<file path="src/hdl/cfp_pkg.sv">
// Purpose: Shared constants and types for the core fetch pipeline and memory map.
// Assumes: One clock, synchronous active-high reset.
// Notes: Data addresses are physical file addresses, bank bit in bit 7.
package cfp_pkg;
   // ==========================================================
   // Widths and vectors
   localparam int PC_W = 13;
   localparam int INSTR_W = 14;
   localparam int DATA_W = 8;
   localparam int PROG_IMPL_BITS_DEF = 10;
   localparam logic [12:0] RESET_VECTOR = 13'h0000;
   localparam logic [12:0] INT_VECTOR = 13'h0004;

   // ==========================================================
   // Register offsets
   localparam logic [7:0] ADDR_INDIRECT_WINDOW = 8'h00;
   localparam logic [7:0] ADDR_TIMER_COUNT = 8'h01;
   localparam logic [7:0] ADDR_PC_LOW_BYTE = 8'h02;
   localparam logic [7:0] ADDR_CORE_FLAGS = 8'h03;
   localparam logic [7:0] ADDR_INDIRECT_POINTER = 8'h04;
   localparam logic [7:0] ADDR_PORT_PINS = 8'h05;
   localparam logic [7:0] ADDR_PC_UPPER_LATCH = 8'h0A;
   localparam logic [7:0] ADDR_INTERRUPT_CONTROL = 8'h0B;
   localparam logic [7:0] ADDR_PERIPHERAL_FLAGS = 8'h0C;
   localparam logic [7:0] ADDR_CONVERSION_RESULT = 8'h1E;
   localparam logic [7:0] ADDR_CONVERTER_CONTROL_A = 8'h1F;
   localparam logic [7:0] ADDR_TIMER_OPTION = 8'h81;
   localparam logic [7:0] ADDR_PIN_DIRECTION = 8'h85;
   localparam logic [7:0] ADDR_PERIPHERAL_INT_ENABLES = 8'h8C;
   localparam logic [7:0] ADDR_POWER_CONTROL = 8'h8E;
   localparam logic [7:0] ADDR_OSC_TRIM = 8'h8F;
   localparam logic [7:0] ADDR_CONVERTER_CONFIG_B = 8'h9F;

   // ==========================================================
   // Map regions
   localparam logic [7:0] BANK_OFFSET_MASK = 8'h7F;
   localparam logic [7:0] COMMON_RAM_LO = 8'hF0;
   localparam logic [7:0] UNIMPL_A_LO = 8'h06;
   localparam logic [7:0] UNIMPL_A_HI = 8'h09;
   localparam logic [7:0] UNIMPL_B_LO = 8'h0D;
   localparam logic [7:0] UNIMPL_B_HI = 8'h1D;
   localparam logic [7:0] GPR_B1_LO = 8'hA0;
   localparam logic [7:0] GPR_B1_HI = 8'hBF;

   // ==========================================================
   // Fields and reset values
   localparam int FLAGS_BANK_BIT = 5;
   localparam logic [7:0] FLAGS_WRITE_MASK = 8'hE7;
   localparam logic [7:0] FLAGS_RESET = 8'h18;
   localparam logic [7:0] POINTER_RESET = 8'h00;
   localparam logic [7:0] LATCH_RESET = 8'h00;
   localparam logic [7:0] LATCH_MASK = 8'h1F;
   localparam logic [7:0] INTCTL_RESET = 8'h00;
   localparam int INTCTL_GIE_BIT = 7;

   // ==========================================================
   // Instruction decode
   localparam logic [2:0] JUMP_OPCODE = 3'h5;
   localparam logic [1:0] BYTE_OP_CLASS = 2'h0;
   localparam int DEST_BIT = 7;
   localparam logic [6:0] FILE_INDIRECT = 7'h00;

   typedef enum logic [1:0] {
      PH_ONE = 2'b00,
      PH_TWO = 2'b01,
      PH_THREE = 2'b10,
      PH_FOUR = 2'b11
   } cfp_phase_e;

   typedef struct packed {
      logic [7:0] addr;
      logic rd;
      logic wr;
      logic [7:0] wdata;
   } cfp_dreq_s;
endpackage

</file>
<file path="src/hdl/cfp_core.sv">
// Purpose: Four-phase instruction timing, fetch/execute pipeline and data memory map.
// Assumes: CLK_IN is the oscillator input at 10 MHz; program memory answers within
//    phases two to four; the external ALU drives RESULT_IN during phases three and four.
// Notes: Branch, write to the pc low byte and interrupt entry flush one fetched word.
//
// Behaviour
// RULE1 - Oscillator input divided by four into four non-overlapping phase enables.
// RULE2 - An instruction cycle is phases one to four, in that order.
// RULE3 - Program counter increments in phase one; fetched word captured in phase four.
// RULE4 - Fetched word enters instruction register in phase one, executes phases two-four.
// RULE5 - Operand read happens in phase two, destination write in phase four.
// RULE6 - Next fetch overlaps current execute, giving one instruction per cycle.
// RULE7 - Program counter changes take two cycles; the prefetched word is discarded.
// RULE8 - Program counter is 13 bits, addressing 8K words of 14 bits.
// RULE9 - Addresses above implemented program memory wrap onto implemented words.
// RULE10 - Reset loads address 0000h; accepted interrupt loads address 0004h.
// RULE11 - Flags bit five selects bank one when set, bank zero when clear.
// RULE12 - Each bank decodes 128 bytes: special registers low, static RAM above.
// RULE13 - Bank one F0h-FFh reaches the same RAM as bank zero 70h-7Fh.
// RULE14 - Core registers answer identically at bank zero address and 80h higher.
// RULE15 - Offsets 00h and 80h redirect through the indirect pointer.
// RULE16 - Unimplemented locations read zero and ignore writes.
`timescale 1ns/1ps
module cfp_core
   import cfp_pkg::*;
#(
   parameter int PROG_IMPL_BITS = PROG_IMPL_BITS_DEF
) (
   input wire logic CLK_IN,
   input wire logic SRST_IN,
   output logic [PC_W-1:0] PROG_ADDR_OUT,
   input wire logic [INSTR_W-1:0] PROG_DATA_IN,
   output cfp_dreq_s DATA_REQ_OUT,
   input wire logic [DATA_W-1:0] DATA_RDATA_IN,
   input wire logic [DATA_W-1:0] RESULT_IN,
   input wire logic INT_REQ_IN,
   output logic [3:0] PHASE_OUT,
   output logic [INSTR_W-1:0] IR_OUT,
   output logic IR_VALID_OUT,
   output logic [DATA_W-1:0] OPERAND_OUT,
   output logic BANK_SELECT_OUT,
   output logic INT_ACK_OUT
);

   // ==========================================================
   // Address functions
   function automatic logic [7:0] fold_addr(input logic [7:0] raw);
      logic [7:0] a;
      a = raw;
      if (raw >= COMMON_RAM_LO) begin
         a = raw & BANK_OFFSET_MASK; // RULE13
      end else begin
         case (raw & BANK_OFFSET_MASK)
            ADDR_INDIRECT_WINDOW, ADDR_PC_LOW_BYTE, ADDR_CORE_FLAGS,
            ADDR_INDIRECT_POINTER, ADDR_PC_UPPER_LATCH, ADDR_INTERRUPT_CONTROL: begin
               a = raw & BANK_OFFSET_MASK; // RULE14
            end
            default: begin
               a = raw;
            end
         endcase
      end
      return a;
   endfunction

   function automatic logic is_unimpl(input logic [7:0] a);
      logic u;
      u = 1'b0;
      if (a == ADDR_INDIRECT_WINDOW) begin
         u = 1'b1; // RULE15
      end else if (a[7] == 1'b0) begin
         u = (a >= UNIMPL_A_LO && a <= UNIMPL_A_HI) ||
             (a >= UNIMPL_B_LO && a <= UNIMPL_B_HI); // RULE16
      end else begin
         case (a)
            ADDR_TIMER_OPTION, ADDR_PIN_DIRECTION, ADDR_PERIPHERAL_INT_ENABLES,
            ADDR_POWER_CONTROL, ADDR_OSC_TRIM, ADDR_CONVERTER_CONFIG_B: begin
               u = 1'b0;
            end
            default: begin
               u = !(a >= GPR_B1_LO && a <= GPR_B1_HI); // RULE12 RULE16
            end
         endcase
      end
      return u;
   endfunction

   function automatic logic [PC_W-1:0] wrap_addr(input logic [PC_W-1:0] pc);
      logic [PC_W-1:0] mask;
      mask = PC_W'((1 << PROG_IMPL_BITS) - 1);
      return pc & mask; // RULE9
   endfunction

   // ==========================================================
   // State
   cfp_phase_e phase_reg;
   logic [PC_W-1:0] pc_reg; // RULE8
   logic [INSTR_W-1:0] fetch_word_reg;
   logic fetch_valid_reg;
   logic [INSTR_W-1:0] ir_reg;
   logic ir_valid_reg;
   logic [7:0] eff_addr_reg;
   logic [7:0] flags_reg;
   logic [7:0] pointer_reg;
   logic [7:0] latch_reg;
   logic [7:0] intctl_reg;
   logic [7:0] raw_addr;
   logic [7:0] next_addr;
   logic [7:0] read_value;
   logic is_jump;
   logic writes_file;
   logic write_live;
   logic pcl_write;
   logic redirect;
   logic int_take;
   logic [PC_W-1:0] target;
   logic [PC_W-1:0] pc_next;

   // ==========================================================
   // Phase generator
   always_ff @(posedge CLK_IN) begin
      if (SRST_IN) begin
         phase_reg <= PH_ONE;
         PHASE_OUT <= 4'h1;
      end else begin
         unique case (phase_reg)
            PH_ONE: begin
               phase_reg <= PH_TWO; // RULE1 RULE2
               PHASE_OUT <= 4'h2;
            end
            PH_TWO: begin
               phase_reg <= PH_THREE;
               PHASE_OUT <= 4'h4;
            end
            PH_THREE: begin
               phase_reg <= PH_FOUR;
               PHASE_OUT <= 4'h8;
            end
            PH_FOUR: begin
               phase_reg <= PH_ONE;
               PHASE_OUT <= 4'h1;
            end
         endcase
      end
   end

   // ==========================================================
   // Decode and redirect
   always_comb begin
      raw_addr = (fetch_word_reg[6:0] == FILE_INDIRECT) ? pointer_reg :
                 {flags_reg[FLAGS_BANK_BIT], fetch_word_reg[6:0]}; // RULE11 RULE15
      next_addr = fold_addr(raw_addr);
      is_jump = ir_valid_reg && (ir_reg[13:11] == JUMP_OPCODE);
      writes_file = ir_valid_reg && (ir_reg[13:12] == BYTE_OP_CLASS) && ir_reg[DEST_BIT];
      write_live = writes_file && !is_unimpl(eff_addr_reg); // RULE16
      pcl_write = write_live && (eff_addr_reg == ADDR_PC_LOW_BYTE);
      redirect = is_jump || pcl_write; // RULE7
      int_take = !redirect && INT_REQ_IN && intctl_reg[INTCTL_GIE_BIT];
      if (is_jump) begin
         target = {latch_reg[4:3], ir_reg[10:0]};
      end else begin
         target = {latch_reg[4:0], RESULT_IN};
      end
      if (int_take) begin
         pc_next = INT_VECTOR; // RULE10
      end else begin
         pc_next = target;
      end
   end

   // ==========================================================
   // Program counter and fetch
   always_ff @(posedge CLK_IN) begin
      if (SRST_IN) begin
         pc_reg <= RESET_VECTOR; // RULE10
         PROG_ADDR_OUT <= RESET_VECTOR;
         fetch_word_reg <= '0;
         fetch_valid_reg <= 1'b0;
         INT_ACK_OUT <= 1'b0;
      end else begin
         INT_ACK_OUT <= 1'b0;
         if (phase_reg == PH_ONE) begin
            PROG_ADDR_OUT <= wrap_addr(pc_reg); // RULE9
            pc_reg <= pc_reg + 13'h0001; // RULE3
         end
         if (phase_reg == PH_FOUR) begin
            fetch_word_reg <= PROG_DATA_IN; // RULE3 RULE6
            fetch_valid_reg <= !(redirect || int_take); // RULE7
            if (redirect || int_take) begin
               pc_reg <= pc_next;
            end
            INT_ACK_OUT <= int_take;
         end
      end
   end

   // ==========================================================
   // Instruction register
   always_ff @(posedge CLK_IN) begin
      if (SRST_IN) begin
         ir_reg <= '0;
         ir_valid_reg <= 1'b0;
         IR_OUT <= '0;
         IR_VALID_OUT <= 1'b0;
      end else if (phase_reg == PH_ONE) begin
         ir_reg <= fetch_word_reg; // RULE4 RULE6
         ir_valid_reg <= fetch_valid_reg;
         IR_OUT <= fetch_word_reg;
         IR_VALID_OUT <= fetch_valid_reg;
      end
   end

   // ==========================================================
   // Data memory access
   always_comb begin
      if (is_unimpl(eff_addr_reg)) begin
         read_value = 8'h00; // RULE16
      end else begin
         case (eff_addr_reg)
            ADDR_PC_LOW_BYTE: begin
               read_value = pc_reg[7:0];
            end
            ADDR_CORE_FLAGS: begin
               read_value = flags_reg;
            end
            ADDR_INDIRECT_POINTER: begin
               read_value = pointer_reg;
            end
            ADDR_PC_UPPER_LATCH: begin
               read_value = latch_reg & LATCH_MASK;
            end
            ADDR_INTERRUPT_CONTROL: begin
               read_value = intctl_reg;
            end
            default: begin
               read_value = DATA_RDATA_IN;
            end
         endcase
      end
   end

   always_ff @(posedge CLK_IN) begin
      if (SRST_IN) begin
         eff_addr_reg <= 8'h00;
         DATA_REQ_OUT <= '0;
         OPERAND_OUT <= 8'h00;
      end else begin
         unique case (phase_reg)
            PH_ONE: begin
               eff_addr_reg <= next_addr; // RULE12
               DATA_REQ_OUT.addr <= next_addr;
               DATA_REQ_OUT.rd <= fetch_valid_reg && !is_unimpl(next_addr); // RULE5
            end
            PH_TWO: begin
               DATA_REQ_OUT.rd <= 1'b0;
               OPERAND_OUT <= read_value; // RULE5
            end
            PH_THREE: begin
               DATA_REQ_OUT.wr <= write_live; // RULE5
               DATA_REQ_OUT.wdata <= RESULT_IN;
            end
            PH_FOUR: begin
               DATA_REQ_OUT.wr <= 1'b0;
            end
         endcase
      end
   end

   // ==========================================================
   // Core registers
   always_ff @(posedge CLK_IN) begin
      if (SRST_IN) begin
         flags_reg <= FLAGS_RESET;
         pointer_reg <= POINTER_RESET;
         latch_reg <= LATCH_RESET;
         intctl_reg <= INTCTL_RESET;
         BANK_SELECT_OUT <= FLAGS_RESET[FLAGS_BANK_BIT];
      end else if (phase_reg == PH_FOUR) begin
         if (write_live) begin
            case (eff_addr_reg)
               ADDR_CORE_FLAGS: begin
                  flags_reg <= (flags_reg & ~FLAGS_WRITE_MASK) |
                               (RESULT_IN & FLAGS_WRITE_MASK);
                  BANK_SELECT_OUT <= RESULT_IN[FLAGS_BANK_BIT]; // RULE11
               end
               ADDR_INDIRECT_POINTER: begin
                  pointer_reg <= RESULT_IN;
               end
               ADDR_PC_UPPER_LATCH: begin
                  latch_reg <= RESULT_IN & LATCH_MASK;
               end
               ADDR_INTERRUPT_CONTROL: begin
                  intctl_reg <= RESULT_IN;
               end
               default: begin
               end
            endcase
         end
         if (int_take) begin
            intctl_reg[INTCTL_GIE_BIT] <= 1'b0; // RULE10
         end
      end
   end

endmodule

</file>
<file path="config.mk">
export PLATFORM = sky130hd
export DESIGN_NAME = cfp_core
export DESIGN_NICKNAME = d
export VERILOG_FILES = /design/src/hdl/cfp_pkg.sv /design/src/hdl/cfp_core.sv
export SDC_FILE = /design/constraint.sdc
export NUM_CORES = 1
export LEC_CHECK = 0
export BUFFER_PORTS_ARGS = -buffer_cell sky130_fd_sc_hd__clkbuf_2
export CAP_MARGIN = 10
export CORE_UTILIZATION = 35
export DETAILED_ROUTE_END_ITERATION = 8
export GPL_ROUTABILITY_DRIVEN = 0
export PLACE_DENSITY_LB_ADDON = 0.15
export SLEW_MARGIN = 15
export SYNTH_ARGS = -nofsm -noshare
export SYNTH_HDL_FRONTEND = slang
export SYNTH_SLANG_ARGS = --single-unit
</file>
<file path="constraint.sdc">
create_clock -name CLK_IN -period 3.59 [get_ports CLK_IN]
set_input_delay 0.718 -clock CLK_IN [delete_from_list [all_inputs] [get_ports CLK_IN]]
set_output_delay 0.718 -clock CLK_IN [all_outputs]
set_load 0.05 [all_outputs]
</file>
==> results of run 1 <==
[per-layer routing]
metal  share of wire  vias up  GRT usage  wire length [um]
met4           0.018        0     0.0741               257
met2            0.45      149      0.314              6390
met3           0.071       17     0.0587              1000
met5               0        -          0                 0
li1                -     2026          -                 -
met1            0.46     1982      0.258              6440
[area by class of cell]
| class | instances | share of cell area |
|---|---|---|
| clock inverters | 5 | 0.0152 |
| flip-flops and latches | 110 | 0.376 |
| multi-input cells | 373 | 0.437 |
| well taps | 180 | 0.0384 |
| inverters | 13 | 0.00832 |
| clock buffers | 11 | 0.0431 |
| repair buffers | 94 | 0.0824 |
[logic make-up (layout without fill, tap and decap cells)]
| group | after synthesis | in the layout | share of synthesized area |
|---|---|---|---|
| compound gates | 95 | 95 | 0.140 |
| xor+xnor | 9 | 9 | 0.0158 |
| fa+ha+maj | 5 | 5 | 0.0126 |
| buf+inv | 53 | 123 | 0.0450 |
| flops | 110 | 110 | 0.442 |
| mux | 87 | 87 | 0.176 |
| other cells | 1 | 3 | 0.000753 |
| simple gates | 174 | 174 | 0.167 |
[worst register-to-register path: cells and delay by family, from the launching register on]
family	cells	cell delay, ps
flops	1	580
simple gates	1	760
compound gates	4	1170
[power breakdown]
group	total [mW]	internal, mW	switching [mW]
clock	1.13	0.658	0.467
combinational	1.66	0.529	1.13
sequential	1.63	1.38	0.250
[final timing paths]
kind,from,endpoint,depth (start not counted)
setup reg to reg,eff_addr_reg[3],OPERAND_OUT[6],5
hold reg to reg,OPERAND_OUT[2],OPERAND_OUT[2],2
setup / recovery,eff_addr_reg[3],OPERAND_OUT[6],5
hold / removal,OPERAND_OUT[2],OPERAND_OUT[2],2
[layout by cell type, fill, tap and decap left out, types with 7 or more instances in the layout]
cell type	Yosys	routed
a211oi_1	8	8
a21oi_1	25	25
clkbuf_16	0	9
clkbuf_2	0	88
dfxtp_1	110	110
inv_1	12	12
mux2i_1	83	83
nand2_1	23	23
nor2_1	104	104
o2111ai_1	7	7
o22ai_1	10	10
[through the flow]
stage | instances | hold WS [ps]
6_report | 786 | 470
5_1_grt | 786 | 498
4_1_cts | 786 | 474
3_5_place_dp | 770 | 463
3_3_place_gp | 770 | 444
2_1_floorplan | 536 | 456
==> out/qor.csv, run 1 <==
metric,value,unit
status,"complete, no violations",
setup bufs post-CTS,0,
Ports,93,
CTS max path bufs,2,
syn_area_per_cell,9.32,sq um
"Seq/Total Area, Yosys",0.442,
sequential cell area,2200,sq um
worst endpoint required time,3830,ps
area of the die,14700,sq um
"Max stage delay cell, worst path",or4b_1,
synthesis-stage register bit count,110,
PwrDens,753,nW/um^2
Hold Buf Count CTS,0,
Starting Density,0.359,
H-tree levels,3,
fillers,1389,
Worst VDD drop,0.000259,V
cell with the most instances after synthesis,dfxtp_1,
Vias,4174,
RSZ-0062 raised after global routing,no,
Final Hold Vio Count,0,
setup slack after layout,954,ps
gr ovfl total,0,
"Core Util, Final",0.422,
diode count,0,
cell family with most CP delay,compound AO/OA/AOI/OAI gates,
static leakage,2.52,nW
R2R Setup Slk,950,ps
Max-cap violations,0,
DR WL/cell,17.9,um
Slew @ Worst Pin,856,ps
fin area,5860,sq um
crit-path max cell delay,760,ps
Main synth FF type,dfxtp_1,
Post-DP Area,5520,sq um
Global Route Usage Sum,0.200,
CP bufs+invs,0,
clock skew,12.2,ps
crit share post-route,0.734,
biggest area consumer among synthesized cells,dfxtp_1,
ys async rst share,0,
Arrival @ worst endpoint,2870,ps
Pre-antenna DRT Iters,5,
fraction of layout cells with a size suffix above 1,0.216,
slew margin rel.,0.421,
CP max FO,24,
latest clock arrival within the worst-skew pair,360,ps
die span in x,121,um
WS Path Type,reg2reg,
"CTS clk-pin slew, worst paths",70,ps
Worst setup EP type,flip-flop,
Buffers on Ports,89,
Routed WL,14100,um
1st-iter DRT viols,296,
Die Y,121,um
total CTS buffers,9,
Max Slew Vio Count,0,
Layout area overhead,17.8,%
Yosys cell types,65,
synth top area cells,"dfxtp_1, mux2i_1, nor2_1",
Final ANT Viol Nets,0,
number of remaining DRC errors,0,
area occupied by multi-input gates,2560,sq um
f_max,379,MHz
yosys warns,0,
"Top cell by count, worst path",a21oi_1,
vias in the first global route,4045,
Setup TNS,0,ps
minimum clock period,2640,ps
Rows,43,
post-synth top area share,0.442,
# setup viols final,0,
initial antenna violation count,0,
core area,13900,sq um
post-cts sizing count,0,
Post-synth top cells,"dfxtp_1, nor2_1, mux2i_1",
"Critical Path, Cell by Cell",or4b_1 -> a21oi_1 -> o221ai_1 -> o2111ai_1 -> a21oi_1,
# clock sinks,110,
worst hold path type,reg2reg,
fin nets,639,
Worst setup SP type,flip-flop,
post-DP HPWL,10200,um
setup slack at placement,1040,ps
Synth Cell Area,4980,sq um
global-route wire length before repair,21900,um
overall power,4.42,mW
clk root buf,clkbuf_16,
drt via density,5.31,
synthesized netlist cell count,534,
number of synthesized flops with an enable pin,0,
CTS tree,yes,
largest net degree at the start of global routing,37,
No activity file was read; power rests on OpenSTA's default activity.
==> run 2: changes to the inputs <==
ABC_AREA = 1   (was default)
clock period = 2.5 ns   (was 3.59 ns; I/O delays follow)
==> out/qor.csv, run 2 <==
metric,value,unit,change
status,"complete, no violations",,
combinational family with the most area after synthesis,simple AND/OR/NAND/NOR gates,,
Post-DP Area,5500,sq um,-0.48%
crit-path max cell delay,310,ps,-450 ps
DR WL/cell,15.4,um,-14%
post-synthesis mux area share,0.00204,,-0.174
PwrDens,1000,nW/um^2,+33%
Ports,93,,unchanged
Main synth FF type,dfxtp_1,,
adder-cell share of the synthesized area,0.0128,,+0.000189
Reg power frac,0.383,,+0.014
CTS max path bufs,2,,unchanged
latest clock arrival within the worst-skew pair,350,ps,about the same
number of remaining DRC errors,0,,unchanged
Rows,42,,-2.3%
fin area,5750,sq um,-1.9%
Slew @ Worst Pin,815,ps,-41.0 ps
Starting Density,0.365,,+0.00592
synthesized netlist cell count,674,,+26%
WS Path Type,reg2reg,,
"Seq/Total Area, Yosys",0.449,,+0.00666
# clock sinks,110,,unchanged
sw frac,0.439,,+0.0202
die span in x,120,um,-0.73%
worst endpoint required time,2730,ps,-1100 ps
Max-cap violations,0,,unchanged
fraction of layout cells with a size suffix above 1,0.185,,-0.0315
fin nets,793,,+24%
slew margin rel.,0.455,,+0.0331
total CTS buffers,9,,unchanged
RSZ-0062 raised after global routing,no,,
Buffers on Ports,89,,unchanged
gr ovfl total,0,,unchanged
most frequent cells in the layout,"nand2_1, dfxtp_1, clkbuf_2",,
area of the die,14500,sq um,-1.5%
global-route wire length before repair,23100,um,+5.8%
reg2reg end,pc_reg[7],,
Internal Pwr Total,3.23,mW,+26%
Setup TNS,0,ps,unchanged
Max Slew Vio Count,0,,unchanged
Worst setup EP type,flip-flop,,
number of synthesized flops with an enable pin,0,,unchanged
"CTS clk-pin slew, worst paths",70,ps,about the same
worst hold path type,in2reg,,
Hold Buf Count CTS,0,,unchanged
Synth Area in Compound Gates,0.174,,+0.0335
cell with the most instances after synthesis,nand2_1,,
setup slack after layout,532,ps,-423 ps
synthesis-stage register bit count,110,,unchanged
post-cts sizing count,0,,unchanged
R2R Path Start,eff_addr_reg[6],,
Hold Crit Depth,3,,+1
Yosys cell types,38,,-42%
Final Hold Vio Count,0,,unchanged
Die Y,120,um,-0.73%
"Top cell by count, worst path",nand2_1,,
Synth Cell Area,4900,sq um,-1.5%
static leakage,2.54,nW,+0.94%
Arrival @ worst endpoint,2200,ps,-670 ps
crit share post-route,0.787,,+0.0532
Clk pwr share,0.228,,-0.027
Layout area overhead,17.3,%,
drt via density,5.00,,-5.9%
Pre-antenna DRT Iters,4,,-1
ys async rst share,0,,unchanged
clk root buf,clkbuf_16,,
Worst VDD drop,0.000494,V,+91%
post-DP HPWL,10800,um,+5.5%
R2R Setup Slk,530,ps,-420 ps
Synth Area in Simple Gates,0.267,,+0.0997
cell family with most CP delay,simple AND/OR/NAND/NOR gates,,
H-tree levels,3,,unchanged
hold_sp,PROG_DATA_IN[11],,
diode count,0,,unchanged
Vias,4666,,+12%
Routed WL,14400,um,+2.3%
vias in the first global route,4483,,+11%
core area,13500,sq um,-3.1%
minimum clock period,1970,ps,-667 ps
post-synth top area share,0.449,,+0.00666
"commonest non-fill, non-tap cell in the layout",nand2_1,,
worst setup path startpoint,eff_addr_reg[6],,
f_max,508,MHz,+34%
Switch Pwr,2.53,mW,+37%
setup bufs post-CTS,0,,unchanged
fillers,1451,,+4.5%
syn_area_per_cell,7.28,sq um,-22%
setup slack at placement,349,ps,-690 ps
CTS tree,yes,,
"Max stage delay cell, worst path",dfxtp_1,,
largest net degree at the start of global routing,32,,-14%
hold-critical path endpoint,fetch_word_reg[11],,
yosys warns,0,,unchanged
# setup viols final,0,,unchanged
Global Route Usage Sum,0.208,,+0.00807
CP bufs+invs,2,,+2
initial antenna violation count,0,,unchanged
synth top area cells,"dfxtp_1, nand2_1, o21ai_0",,
"Critical Path, Cell by Cell",inv_1 -> nand2_1 -> nor2_4 -> nand2_1 -> inv_1 -> nand3_1 -> nand3_1 -> nand2_1 -> nand2_1 -> o21ai_0,,
biggest area consumer among synthesized cells,dfxtp_1,,
Worst setup SP type,flip-flop,,
clock skew,6.96,ps,-5.25 ps
CP max FO,9,,-63%
Gate power share,0.389,,+0.013
XOR/XNOR share of the synthesized area,0.0143,,-0.00155
worst hold slack,369,ps,-101 ps
Final ANT Viol Nets,0,,unchanged
1st-iter DRT viols,226,,-24%
worst reg-to-reg path cell count,10,,+5
Post-synth top cells,"nand2_1, dfxtp_1, nor2_1",,
## run 2: cell count changes after synthesis, sizes merged, moves of 6 or more
cell / previous run / this run
o2111ai: 7 / 1
nand2: 24 / 157
mux2i: 83 / 1
nor2: 105 / 94
o221ai: 6 / 0
a221oi: 2 / 11
nand3: 5 / 35
o22ai: 11 / 2
inv: 12 / 60
clkbuf: 22 / 16
a21oi: 25 / 56
o21ai: 5 / 81
## run 2: stage by stage
step | cells | total power, mW | utilization
2_1_floorplan | 676 | 3.90 | -
3_3_place_gp | 920 | 4.48 | 0.408
3_5_place_dp | 920 | 4.49 | 0.408
4_1_cts | 934 | 5.82 | 0.428
5_1_grt | 934 | 6.10 | 0.428
6_report | 934 | 5.76 | 0.428
## run 2: worst max-delay path by stage
stage | cells past startpoint | slack [ps] | endpoint
floorplan | 12 | 490 | flags_reg[0]
global placement | 4 | 420 | fetch_word_reg[5]
detailed placement | 4 | 350 | pc_reg[5]
CTS | 11 | 540 | intctl_reg[1]
global route | 12 | 270 | intctl_reg[4]
finish | 10 | 530 | pc_reg[7]
## run 2: worst register-to-register path: cells and delay by family (launching register included)
family | cells | cell delay [ps]
simple gates | 7 | 1020
buf+inv | 2 | 410
compound gates | 1 | 130
flops | 1 | 310
## run 2: routing by layer
metal  part of all wire  GRT usage
met1               0.46      0.274
met2               0.46      0.339
met3              0.057     0.0278
met4              0.024     0.0918
met5                  0          0
## run 2: power by group through the flow
stage	sequential (mW)	combinational, mW	clock [mW]
6_report	2.21	2.24	1.31
5_1_grt	2.24	2.44	1.42
4_1_cts	2.21	2.25	1.35
3_5_place_dp	2.25	2.25	0
3_3_place_gp	2.24	2.24	0
2_1_floorplan	2.93	0.967	0
## run 2: layout make-up
class / instances / area (sq um) / share of cell area
multi-input cells: 475 / 2320 / 0.403
clock buffers: 12 / 246 / 0.0429
well taps: 176 / 220 / 0.0383
repair buffers: 98 / 526 / 0.0914
flip-flops and latches: 110 / 2200 / 0.383
inverters: 61 / 231 / 0.0402
clock inverters: 2 / 10.0 / 0.00174
## run 2: logic make-up (layout without fill, tap and decap cells)
family / Yosys count / in the layout
multiplexers: 1 / 1
buffers and inverters: 91 / 173
flip-flops: 110 / 110
other: 1 / 3
AO/OA/AOI/OAI: 156 / 156
AND/OR/NAND/NOR: 302 / 302
XOR/XNOR: 8 / 8
adder cells (fa/ha/maj): 5 / 5
